`src/ruc_pkg.sv`:
```
// Package of constants and types for the remote update configuration loader
package ruc_pkg;

    // Register byte offsets
    localparam logic [7:0] ADDR_CTRL     = 8'h00;
    localparam logic [7:0] ADDR_STATUS   = 8'h04;
    localparam logic [7:0] ADDR_WD_LOAD  = 8'h08;
    localparam logic [7:0] ADDR_WD_KICK  = 8'h0c;
    localparam logic [7:0] ADDR_PLL_CTRL = 8'h10;
    localparam logic [7:0] ADDR_PLL_STAT = 8'h14;
    localparam logic [7:0] ADDR_CMD      = 8'h18;

    // Control and command register fields
    localparam int CTRL_PAGE_LSB  = 0;
    localparam int CTRL_WD_EN_BIT = 4;
    localparam int CTRL_LOCAL_BIT = 5;
    localparam int CMD_RECFG_BIT  = 0;

    // Status register fields
    localparam int STAT_CAUSE_LSB = 0;
    localparam int STAT_PAGE_LSB  = 4;
    localparam int STAT_STATE_LSB = 8;
    localparam int STAT_USER_BIT  = 12;
    localparam int STAT_FACT_BIT  = 13;

    // Page numbers and reset values
    localparam logic [2:0]  FACTORY_PAGE   = 3'h0;
    localparam logic [31:0] CTRL_RESET     = 32'h0000_0000;
    localparam logic [31:0] WD_LOAD_RESET  = 32'h0000_ffff;

    // Timing: clock rate and init duration
    localparam int CLK_MHZ        = 40;
    localparam int INIT_TIME_NS   = 1000;
    localparam int INIT_CYCLES    = (INIT_TIME_NS * CLK_MHZ + 999) / 1000;

    // Fallback causes
    typedef enum logic [1:0]
    {
        RUC_CAUSE_NONE,
        RUC_CAUSE_WDOG,
        RUC_CAUSE_LOAD_ERR,
        RUC_CAUSE_PIN
    } ruc_cause_e;

    // Sequencer states
    typedef enum logic [2:0]
    {
        RUC_ST_POWER,
        RUC_ST_WAIT_CHAIN,
        RUC_ST_LOAD,
        RUC_ST_INIT,
        RUC_ST_USER,
        RUC_ST_DONE_CHAIN
    } ruc_state_e;

endpackage

```
`src/ruc_loader.sv`:
```
// Remote update configuration loader: sequencer, watchdog, AHB-Lite registers
//
// Behaviour
// - Remote power-up loads page zero first
// - Watchdog expiry recorded, factory image reloaded
// - Watchdog off while factory image active
// - Load error recorded, factory image reloaded
// - Good application load enters user mode
// - User I/O tri-stated until configured
// - After load: clear, enable I/O, run
// - Reconfiguration pin forces reload, then user
// - Chain enable out drives next device
// - PLL settings reshift while device runs
// - Only the byte-wide parallel scheme supported
// - Byte-wide parallel path, 40 MHz
// - Page selects seven applications plus factory
// - Local mode loads application directly
//
// The register addresses and the AHB-Lite interface to the registers were chosen for this implementation.
`timescale 1ns/1ps
module ruc_loader #(
    parameter int PLL_WIDTH = 24
) (
    input  wire logic        hclk,            // Clock, 40 MHz
    input  wire logic        hresetn,         // Async reset, active low
    input  wire logic        hsel,            // AHB slave select
    input  wire logic [31:0] haddr,           // AHB address
    input  wire logic [1:0]  htrans,          // AHB transfer type
    input  wire logic        hwrite,          // AHB write
    input  wire logic [2:0]  hsize,           // AHB size
    input  wire logic [31:0] hwdata,          // AHB write data
    input  wire logic        hready,          // AHB ready in
    output logic      [31:0] hrdata,          // AHB read data
    output logic             hreadyout,       // AHB ready out
    output logic             hresp,           // AHB response, always OKAY
    input  wire logic        reconfig_n,      // Reconfiguration pin, low forces reload
    input  wire logic        chain_enable_in, // Chain enable from previous device
    output logic             chain_enable_out,// Chain enable to next device
    output logic      [2:0]  page_sel,        // Page address to config source
    output logic             load_req,        // Level: load in progress
    input  wire logic        cfg_valid,       // Config byte valid
    input  wire logic [7:0]  cfg_data,        // Config byte
    input  wire logic        cfg_done,        // Pulse: image loaded OK
    input  wire logic        cfg_error,       // Pulse: load failed
    output logic             cfg_byte_strobe, // Byte accepted strobe
    output logic      [7:0]  cfg_byte,        // Captured config byte
    output logic             user_io_oe_n,    // Low enables user I/O
    output logic             user_reset,      // Clears user registers
    output logic             user_mode,       // Device in user mode
    output logic             pll_sclk,        // PLL chain strobe
    output logic             pll_sdata,       // PLL chain data
    output logic             pll_update       // Pulse: apply PLL settings
);
    localparam logic [15:0] INIT_CNT = 16'(ruc_pkg::INIT_CYCLES);

    typedef struct packed
    {
        ruc_pkg::ruc_state_e state;
        ruc_pkg::ruc_cause_e cause;
        logic [2:0]          page;
        logic [2:0]          next_page;
        logic                wd_en;
        logic                local_mode;
        logic [31:0]         wd_load;
        logic [31:0]         wd_cnt;
        logic [15:0]         init_cnt;
        logic [PLL_WIDTH-1:0] pll_word;
        logic                pll_start;
        logic                sw_recfg;
        logic                dp_valid;
        logic                dp_write;
        logic [7:0]          dp_addr;
        logic [31:0]         rdata;
        logic                byte_stb;
        logic [7:0]          byte_q;
        logic                reset_pin_seen;
    } ruc_state_s;

    ruc_state_s st;
    ruc_state_s next_st;
    logic       pll_busy;
    logic       factory_active;
    logic [31:0] status_word;

    // ------------------------------------------------------------
    // Derived views
    // ------------------------------------------------------------
    assign factory_active = (st.page == ruc_pkg::FACTORY_PAGE);
    always_comb
    begin
        status_word = '0;
        status_word[ruc_pkg::STAT_CAUSE_LSB +: 2] = st.cause;
        status_word[ruc_pkg::STAT_PAGE_LSB +: 3]  = st.page;
        status_word[ruc_pkg::STAT_STATE_LSB +: 3] = st.state;
        status_word[ruc_pkg::STAT_USER_BIT]       = (st.state == ruc_pkg::RUC_ST_USER);
        status_word[ruc_pkg::STAT_FACT_BIT]       = factory_active;
    end

    // ------------------------------------------------------------
    // Sequencer, watchdog and register file
    // ------------------------------------------------------------
    always_comb
    begin
        next_st           = st;
        next_st.pll_start = 1'b0;
        next_st.byte_stb  = 1'b0;
        next_st.sw_recfg  = 1'b0;

        // AHB address phase capture; every transfer answers with no wait
        next_st.dp_valid = hsel && hready && htrans[1];
        next_st.dp_write = hwrite;
        next_st.dp_addr  = haddr[7:0];
        if (hsel && hready && htrans[1] && !hwrite)
        begin
            case (haddr[7:0])
                ruc_pkg::ADDR_CTRL:     next_st.rdata = {26'h0, st.local_mode, st.wd_en, 1'b0, st.next_page};
                ruc_pkg::ADDR_STATUS:   next_st.rdata = status_word;
                ruc_pkg::ADDR_WD_LOAD:  next_st.rdata = st.wd_load;
                ruc_pkg::ADDR_WD_KICK:  next_st.rdata = st.wd_cnt;
                ruc_pkg::ADDR_PLL_CTRL: next_st.rdata = 32'(st.pll_word);
                ruc_pkg::ADDR_PLL_STAT: next_st.rdata = {31'h0, pll_busy};
                default:                next_st.rdata = 32'h0000_0000;
            endcase
        end

        // Data phase write effects
        if (st.dp_valid && st.dp_write)
        begin
            case (st.dp_addr)
                ruc_pkg::ADDR_CTRL:
                begin
                    // Application pages 1..7; factory page 0 is also accepted, but the command never launches it
                    next_st.next_page  = hwdata[ruc_pkg::CTRL_PAGE_LSB +: 3];
                    next_st.wd_en      = hwdata[ruc_pkg::CTRL_WD_EN_BIT];
                    next_st.local_mode = hwdata[ruc_pkg::CTRL_LOCAL_BIT];
                end
                ruc_pkg::ADDR_WD_LOAD: next_st.wd_load = hwdata;
                ruc_pkg::ADDR_WD_KICK: next_st.wd_cnt  = st.wd_load;
                ruc_pkg::ADDR_PLL_CTRL:
                begin
                    next_st.pll_word  = hwdata[PLL_WIDTH-1:0];
                    next_st.pll_start = !pll_busy;
                end
                ruc_pkg::ADDR_CMD: next_st.sw_recfg = hwdata[ruc_pkg::CMD_RECFG_BIT];
                default: ;
            endcase
        end

        // Byte-wide configuration data path, one byte per clock
        if (st.state == ruc_pkg::RUC_ST_LOAD && cfg_valid)
        begin
            next_st.byte_stb = 1'b1;
            next_st.byte_q   = cfg_data;
        end

        case (st.state)
            ruc_pkg::RUC_ST_POWER:
            begin
                // Local mode jumps straight to the application page
                next_st.page  = st.local_mode ? st.next_page : ruc_pkg::FACTORY_PAGE;
                next_st.state = ruc_pkg::RUC_ST_WAIT_CHAIN;
            end
            ruc_pkg::RUC_ST_WAIT_CHAIN:
            begin
                if (!chain_enable_in)
                    next_st.state = ruc_pkg::RUC_ST_LOAD;
            end
            ruc_pkg::RUC_ST_LOAD:
            begin
                if (cfg_error)
                begin
                    // A failing factory load retries itself; applications fall back
                    next_st.cause = ruc_pkg::RUC_CAUSE_LOAD_ERR;
                    next_st.page  = ruc_pkg::FACTORY_PAGE;
                    next_st.state = ruc_pkg::RUC_ST_WAIT_CHAIN;
                end
                else if (cfg_done)
                begin
                    next_st.init_cnt = INIT_CNT;
                    next_st.state    = ruc_pkg::RUC_ST_INIT;
                end
            end
            ruc_pkg::RUC_ST_INIT:
            begin
                next_st.wd_cnt = st.wd_load;
                if (st.init_cnt <= 16'h0001)
                    next_st.state = ruc_pkg::RUC_ST_USER;
                else
                    next_st.init_cnt = st.init_cnt - 16'h0001;
            end
            ruc_pkg::RUC_ST_USER:
            begin
                // Count only for an application with watchdog enabled
                if (!factory_active && st.wd_en && !(st.dp_valid && st.dp_write
                    && st.dp_addr == ruc_pkg::ADDR_WD_KICK))
                begin
                    if (st.wd_cnt == 32'h0)
                    begin
                        next_st.cause = ruc_pkg::RUC_CAUSE_WDOG;
                        next_st.page  = ruc_pkg::FACTORY_PAGE;
                        next_st.state = ruc_pkg::RUC_ST_WAIT_CHAIN;
                    end
                    else
                        next_st.wd_cnt = st.wd_cnt - 32'h1;
                end
                // Factory software launches the chosen application
                if (factory_active && st.sw_recfg && st.next_page != ruc_pkg::FACTORY_PAGE)
                begin
                    next_st.page  = st.next_page;
                    next_st.state = ruc_pkg::RUC_ST_WAIT_CHAIN;
                end
            end
            default: next_st.state = ruc_pkg::RUC_ST_POWER;
        endcase

        // Pin-forced reconfiguration overrides everything but power-up
        if (!reconfig_n && st.state != ruc_pkg::RUC_ST_POWER)
        begin
            next_st.cause = ruc_pkg::RUC_CAUSE_PIN;
            next_st.page  = st.local_mode ? st.next_page : ruc_pkg::FACTORY_PAGE;
            next_st.state = ruc_pkg::RUC_ST_WAIT_CHAIN;
        end
    end

    always_ff @(posedge hclk or negedge hresetn)
    begin
        if (!hresetn)
        begin
            st         <= '0;
            st.wd_load <= ruc_pkg::WD_LOAD_RESET;
            st.state   <= ruc_pkg::RUC_ST_POWER;
        end
        else
            st <= next_st;
    end

    // ------------------------------------------------------------
    // PLL serial reprogramming chain
    // ------------------------------------------------------------
    ruc_pll_chain #(
        .WIDTH (PLL_WIDTH)
    ) u_chain (
        .hclk      (hclk),
        .hresetn   (hresetn),
        .start     (st.pll_start),
        .word      (st.pll_word),
        .busy      (pll_busy),
        .sclk_out  (pll_sclk),
        .sdata_out (pll_sdata),
        .update    (pll_update)
    );

    // ------------------------------------------------------------
    // Outputs
    // ------------------------------------------------------------
    assign hrdata           = st.rdata;
    assign hreadyout        = 1'b1;
    assign hresp            = 1'b0;
    assign page_sel         = st.page;
    assign load_req         = (st.state == ruc_pkg::RUC_ST_LOAD);
    assign cfg_byte_strobe  = st.byte_stb;
    assign cfg_byte         = st.byte_q;
    assign user_io_oe_n     = (st.state != ruc_pkg::RUC_ST_USER);
    assign user_reset       = (st.state == ruc_pkg::RUC_ST_INIT);
    assign user_mode        = (st.state == ruc_pkg::RUC_ST_USER);
    assign chain_enable_out = !(st.state == ruc_pkg::RUC_ST_INIT
                                || st.state == ruc_pkg::RUC_ST_USER);
endmodule

```
`src/ruc_pll_chain.sv`:
```
// Serial shift chain holding PLL multiply, divide and delay counter settings
`timescale 1ns/1ps
module ruc_pll_chain #(
    parameter int WIDTH = 24
) (
    input  wire logic             hclk,       // System clock
    input  wire logic             hresetn,    // Async reset, active low
    input  wire logic             start,      // Pulse: shift new word
    input  wire logic [WIDTH-1:0] word,       // Word to shift out
    output logic                  busy,       // Shift in progress
    output logic                  sclk_out,   // Serial chain strobe
    output logic                  sdata_out,  // Serial chain data
    output logic                  update      // Pulse: apply chain settings
);
    typedef struct packed
    {
        logic [WIDTH-1:0] shreg;
        logic [7:0]       count;
        logic             busy;
        logic             phase;
        logic             update;
    } ruc_chain_s;

    ruc_chain_s st;
    ruc_chain_s next_st;

    // ------------------------------------------------------------
    // Shifter: two clocks per bit, MSB first; device keeps running
    // ------------------------------------------------------------
    always_comb
    begin
        next_st        = st;
        next_st.update = 1'b0;
        if (!st.busy)
        begin
            if (start)
            begin
                next_st.shreg = word;
                next_st.count = 8'(WIDTH);
                next_st.busy  = 1'b1;
                next_st.phase = 1'b0;
            end
        end
        else if (!st.phase)
        begin
            next_st.phase = 1'b1;
        end
        else
        begin
            next_st.phase = 1'b0;
            next_st.shreg = {st.shreg[WIDTH-2:0], 1'b0};
            next_st.count = st.count - 8'h01;
            if (st.count == 8'h01)
            begin
                next_st.busy   = 1'b0;
                next_st.update = 1'b1;
            end
        end
    end

    always_ff @(posedge hclk or negedge hresetn)
    begin
        if (!hresetn)
            st <= '0;
        else
            st <= next_st;
    end

    assign busy      = st.busy;
    assign sclk_out  = st.phase;
    assign sdata_out = st.shreg[WIDTH-1];
    assign update    = st.update;
endmodule

```
`config.mk`:
```
export PLATFORM = sky130hd
export DESIGN_NAME = ruc_loader
export DESIGN_NICKNAME = d
export VERILOG_FILES = /design/src/ruc_pkg.sv /design/src/ruc_loader.sv /design/src/ruc_pll_chain.sv
export SDC_FILE = /design/constraint.sdc
export NUM_CORES = 1
export LEC_CHECK = 0
export ABC_AREA = 1
export BUFFER_PORTS_ARGS = -buffer_cell sky130_fd_sc_hd__buf_2
export CORE_UTILIZATION = 45
export DETAILED_ROUTE_END_ITERATION = 8
export GPL_ROUTABILITY_DRIVEN = 0
export PLACE_DENSITY = 0.65
export SYNTH_ARGS = -nofsm -noshare
export SYNTH_HDL_FRONTEND = slang
export SYNTH_SLANG_ARGS = --single-unit
export TNS_END_PERCENT = 1
```
`constraint.sdc`:
```
create_clock -name hclk -period 1.59 [get_ports hclk]
set_input_delay 0.318 -clock hclk [delete_from_list [all_inputs] [get_ports hclk]]
set_output_delay 0.318 -clock hclk [all_outputs]
set_load 0.02 [all_outputs]
```
==> metrics.md <==
| Metric | Value |
|---|---|
| Part of the total power dissipated in sequential elements | approximately a third |
| Via count | 10783 |
| Smallest setup slack after layout | -325 ps |
| Setup CP Type | flip-flop to primary output |
| Total of buffers placed on input and output ports | 110 |
| Path type of the worst min-delay path | input pin to flip-flop |
| Post-Syn Instances | 1537 |
| Fraction of synthesized cell area taken by the top area cell type | 41.7% |
| Post-route minimum period | 1910 ps |
| Number of enable-type register cells in the synthesized netlist | 0 |
| Area of the core | 24500 um^2 |
| Sw Ratio | a little over a third |
| Startpoint of the worst hold path | cfg_data[6] |
| Worst EP arrival | about 1600 ps |
| Post-place instance area | ~13000 um^2 |
| Hold Fails Final Rpt | 0 |
| CP max stage cell | dfrtp_2 |
| Number of synthesis warnings | 0 |
| Layout Nets | 1879 |
| Effective utilization at floorplan | between 40% and 50% |
| Final number of max-transition violations | 0 |
| Clock Tree Root | clkbuf_16 |
| Met3 Use GR | 3.51% |
| Worst setup skew after layout | approximately 9.7 ps |
| Die H | 161 um |
| Wire length per cell | 15.5 um |
| Sequential area share after synthesis | 45.4% |
| Worst hold path depth | 3 |
| Floorplan die area | 25800 um^2 |
| Switching power total | 7340 uW |
| Design Power | 20200 uW |
| I/O pin cnt | 141 |
| Area Growth Syn to Fin | 27.6% |
| Gate family responsible for the most delay along the worst path | flip-flops |
| Average cell area after synthesis | approximately 7.4 um^2 |
| Most common cell on crit path | buf_6 |
| Post-route fraction of the period consumed by the critical path | 120% |
| Synth area leader | dfrtp_1 |
| Fraction of registers with async set or reset after synthesis | 100% |
| Total power divided by cell area | ~1400 nW/um^2 |
| Pre-CTS WS | -288 ps |
| Int Power | 12900 uW |
| Maxcap violations | 0 |
| Layout cell share with drive strength beyond 1 | 24.1% |
| Leftover overflow at the end of global routing | 0 |
| Cell count after placement | a little over 2000 |
| Critical register-to-register path endpoint | st[117] |
| Clk buf depth | 3 |
| Hold slack final | 4.72 ps |
| Total of endpoints with negative setup slack in the final report | 45 |
| Most common cell in the netlist | nand2_1 |
| Reg2reg setup slack | -150 ps |
| Maximum number of pins on one net before global-route repair | 65 |
| Clock Power Share | a little over a quarter |
| Number of antenna violations at the first check in global routing | 0 |
| Clock-pin slew of the registers on the worst-case setup and hold paths | roughly 60 ps |
| Vias in the first global route | 10499 |
| Met1 demand-to-capacity share in global routing | a little over a third |
| Diode insertion count for antenna repair | 0 |
| Total clock buffers created by CTS | 23 |
| Insertion delay to the later sink of the worst-skew pair | 530 ps |
| Relative contribution of combinational cells to total power | between 40 and 50% |
| Aggregate global-route resource usage | 26.0% |
| Busiest layer in global routing | met2 |
| Worst Setup End Kind | primary output |
| Final cell count without fillers | approximately 2100 |
| End of the worst hold path | cfg_byte[6] |
| First-pass iteration count of the detailed router | 5 |
| Result of the run | finished, violations left |
| Number of nets in the synthesized netlist | 1630 |
| Non-Filler Cell Area, Final | 14500 um^2 |
| Synthesized area | 11300 um^2 |
| Peak fanout along the critical path | 4 |
| Critical Path Max Stage Delay | 460 ps |
| Logic depth of the worst register-to-register path | 12 |
| Clock tree from TritonCTS | done |
| Crit path buf inv count | 3 |
| Achievable Freq | 522 MHz |
| Critical R2R Launch | st[94] |
| Pleak | 0.00768 uW |
| Number of register bits inferred by synthesis | between 200 and 250 |
| Leading register cell type out of synthesis | dfrtp_1 |
| Synth unique cells | between 40 and 50 |
| Violated checks | negative setup slack |
| Drt first-iter violations | 803 |
| Commonest cells in the synthesized netlist | 504 x nand2_1, 189 x dfrtp_1, 155 x inv_1, 135 x o21ai_0, 127 x nor2_1 |
| Top cells by area, synth | dfrtp_1 42%, nand2_1 17%, o21ai_0 6.0% |
| Met2 routing resource usage after global routing | 42.8% |
| DR vias/cell | a little over 5 |
| Antenna Nets Post-Route | 0 |
| Number of rows in the core area | 57 |
| Worst voltage drop across the vdd grid | 913 uV |
| Type of origin of the critical path | flip-flop |
| Horizontal die dimension | 161 um |
| Max H-tree Level | 1 |
| Data required time at the worst endpoint | 1270 ps |
| Sinks on the clock net | 205 |
| Unrepaired setup endpoints after global routing | true |
| Number of design rule violations left after detail routing | 0 |
| Placed wire-length estimate | 24000 um |
| Cell breakdown of the critical path | nor2_4, nand2_4, clkinv_2, buf_6, buf_6 |
| Routed WL | 33000 um |
| Global-route wire length before repair | 53600 um |
==> what timing repair did <==
action,4_1_cts,5_1_grt
hold endpoints to repair,47,0
resized for setup,60,20
pin swaps,7,6
hold buffers,16,0
setup endpoints to repair,61,70
setup buffers,10,2
==> sequential cells by signal, summed over array words and instances (netlist names) <==
name               count
cfg_byte_strobe        1
st                   126
hrdata                32
u_chain.st            31
u_chain.update         1
cfg_byte               8
u_chain.sclk_out       1
u_chain.busy           1
page_sel               3
u_chain.sdata_out      1
==> worst register-to-register path, stage by stage (launching register included) <==
cell	delay, ps
dfrtp_1	380
inv_1	80
ha_1	170
inv_1	40
nor2_1	80
nand2_1	60
nor2_1	90
nand2_1	90
o21ai_2	220
buf_4	210
nand2_1	60
nand3_1	90
nand3_1	70
==> how the worst max path moves through the flow <==
stage | slack [ps] | cells after the start | startpoint | endpoint
floorplan | -20 | 11 | st[94] | st[124]
global route | -360 | 5 | st[170] | user_reset
global placement | -240 | 9 | haddr[5] | hrdata[13]
CTS | -300 | 7 | st[169] | chain_enable_out
detailed placement | -290 | 12 | st[94] | st[107]
finish | -320 | 5 | st[170] | user_reset
==> layout by cell type (no fill, tap or decap), types with 23 or more instances in the layout <==
master	synthesis	routed
buf_4	49	180
nand2_1	504	488
clkbuf_16	0	23
inv_1	155	149
o21ai_1	26	31
dfrtp_1	189	188
nor2_1	127	113
a21oi_1	29	28
nand3_1	96	95
xor2_1	25	25
buf_2	15	105
o21ai_0	135	130
==> layout make-up <==
class	instances	area, um^2
multi-input combinational	1071	5140
inverter	161	616
clock inverter	6	75.1
clock buffer	36	694
timing repair buffer	324	2390
sequential	205	5150
fill	2279	10100
tap	324	405
==> metal layers <==
metal / vias to the layer above / routed length [um]
met2: 314 / 15400
met4: 0 / 759
met3: 54 / 1810
li1: 5359 / -
met1: 5056 / 15000
met5: - / 0
==> power by group through the flow <==
stage / clock, uW / sequential (uW) / combinational (uW)
after global placement: 0 / 6590 / 7470
final: 5390 / 6580 / 8260
after detailed placement: 0 / 6610 / 7620
after global routing: 5700 / 6660 / 9130
after CTS: 5460 / 6550 / 8100
after floorplan: 0 / 6690 / 4430
==> kinds of logic (layout without fill, tap and decap cells) <==
group | count (synthesis) | in the layout | share of synthesized area, %
compound gates | 239 | 239 | 11.4
xor+xnor | 29 | 29 | 2.24
fa+ha+maj | 6 | 6 | 0.662
buf+inv | 261 | 527 | 10.9
flops | 205 | 205 | 45.4
other cells | 2 | 2 | 0.0662
simple gates | 795 | 795 | 29.3
==> metrics by stage <==
| step | util [%] | setup TNS (ps) |
|---|---|---|
| 2_1_floorplan | - | -70.0 |
| 3_3_place_gp | 53.9 | -9640 |
| 3_5_place_dp | 53.9 | -12570 |
| 4_1_cts | 58.7 | -3900 |
| 5_1_grt | 59.0 | -11850 |
| 6_report | 59.0 | -4530 |
Power figures use the tool's default switching activity.
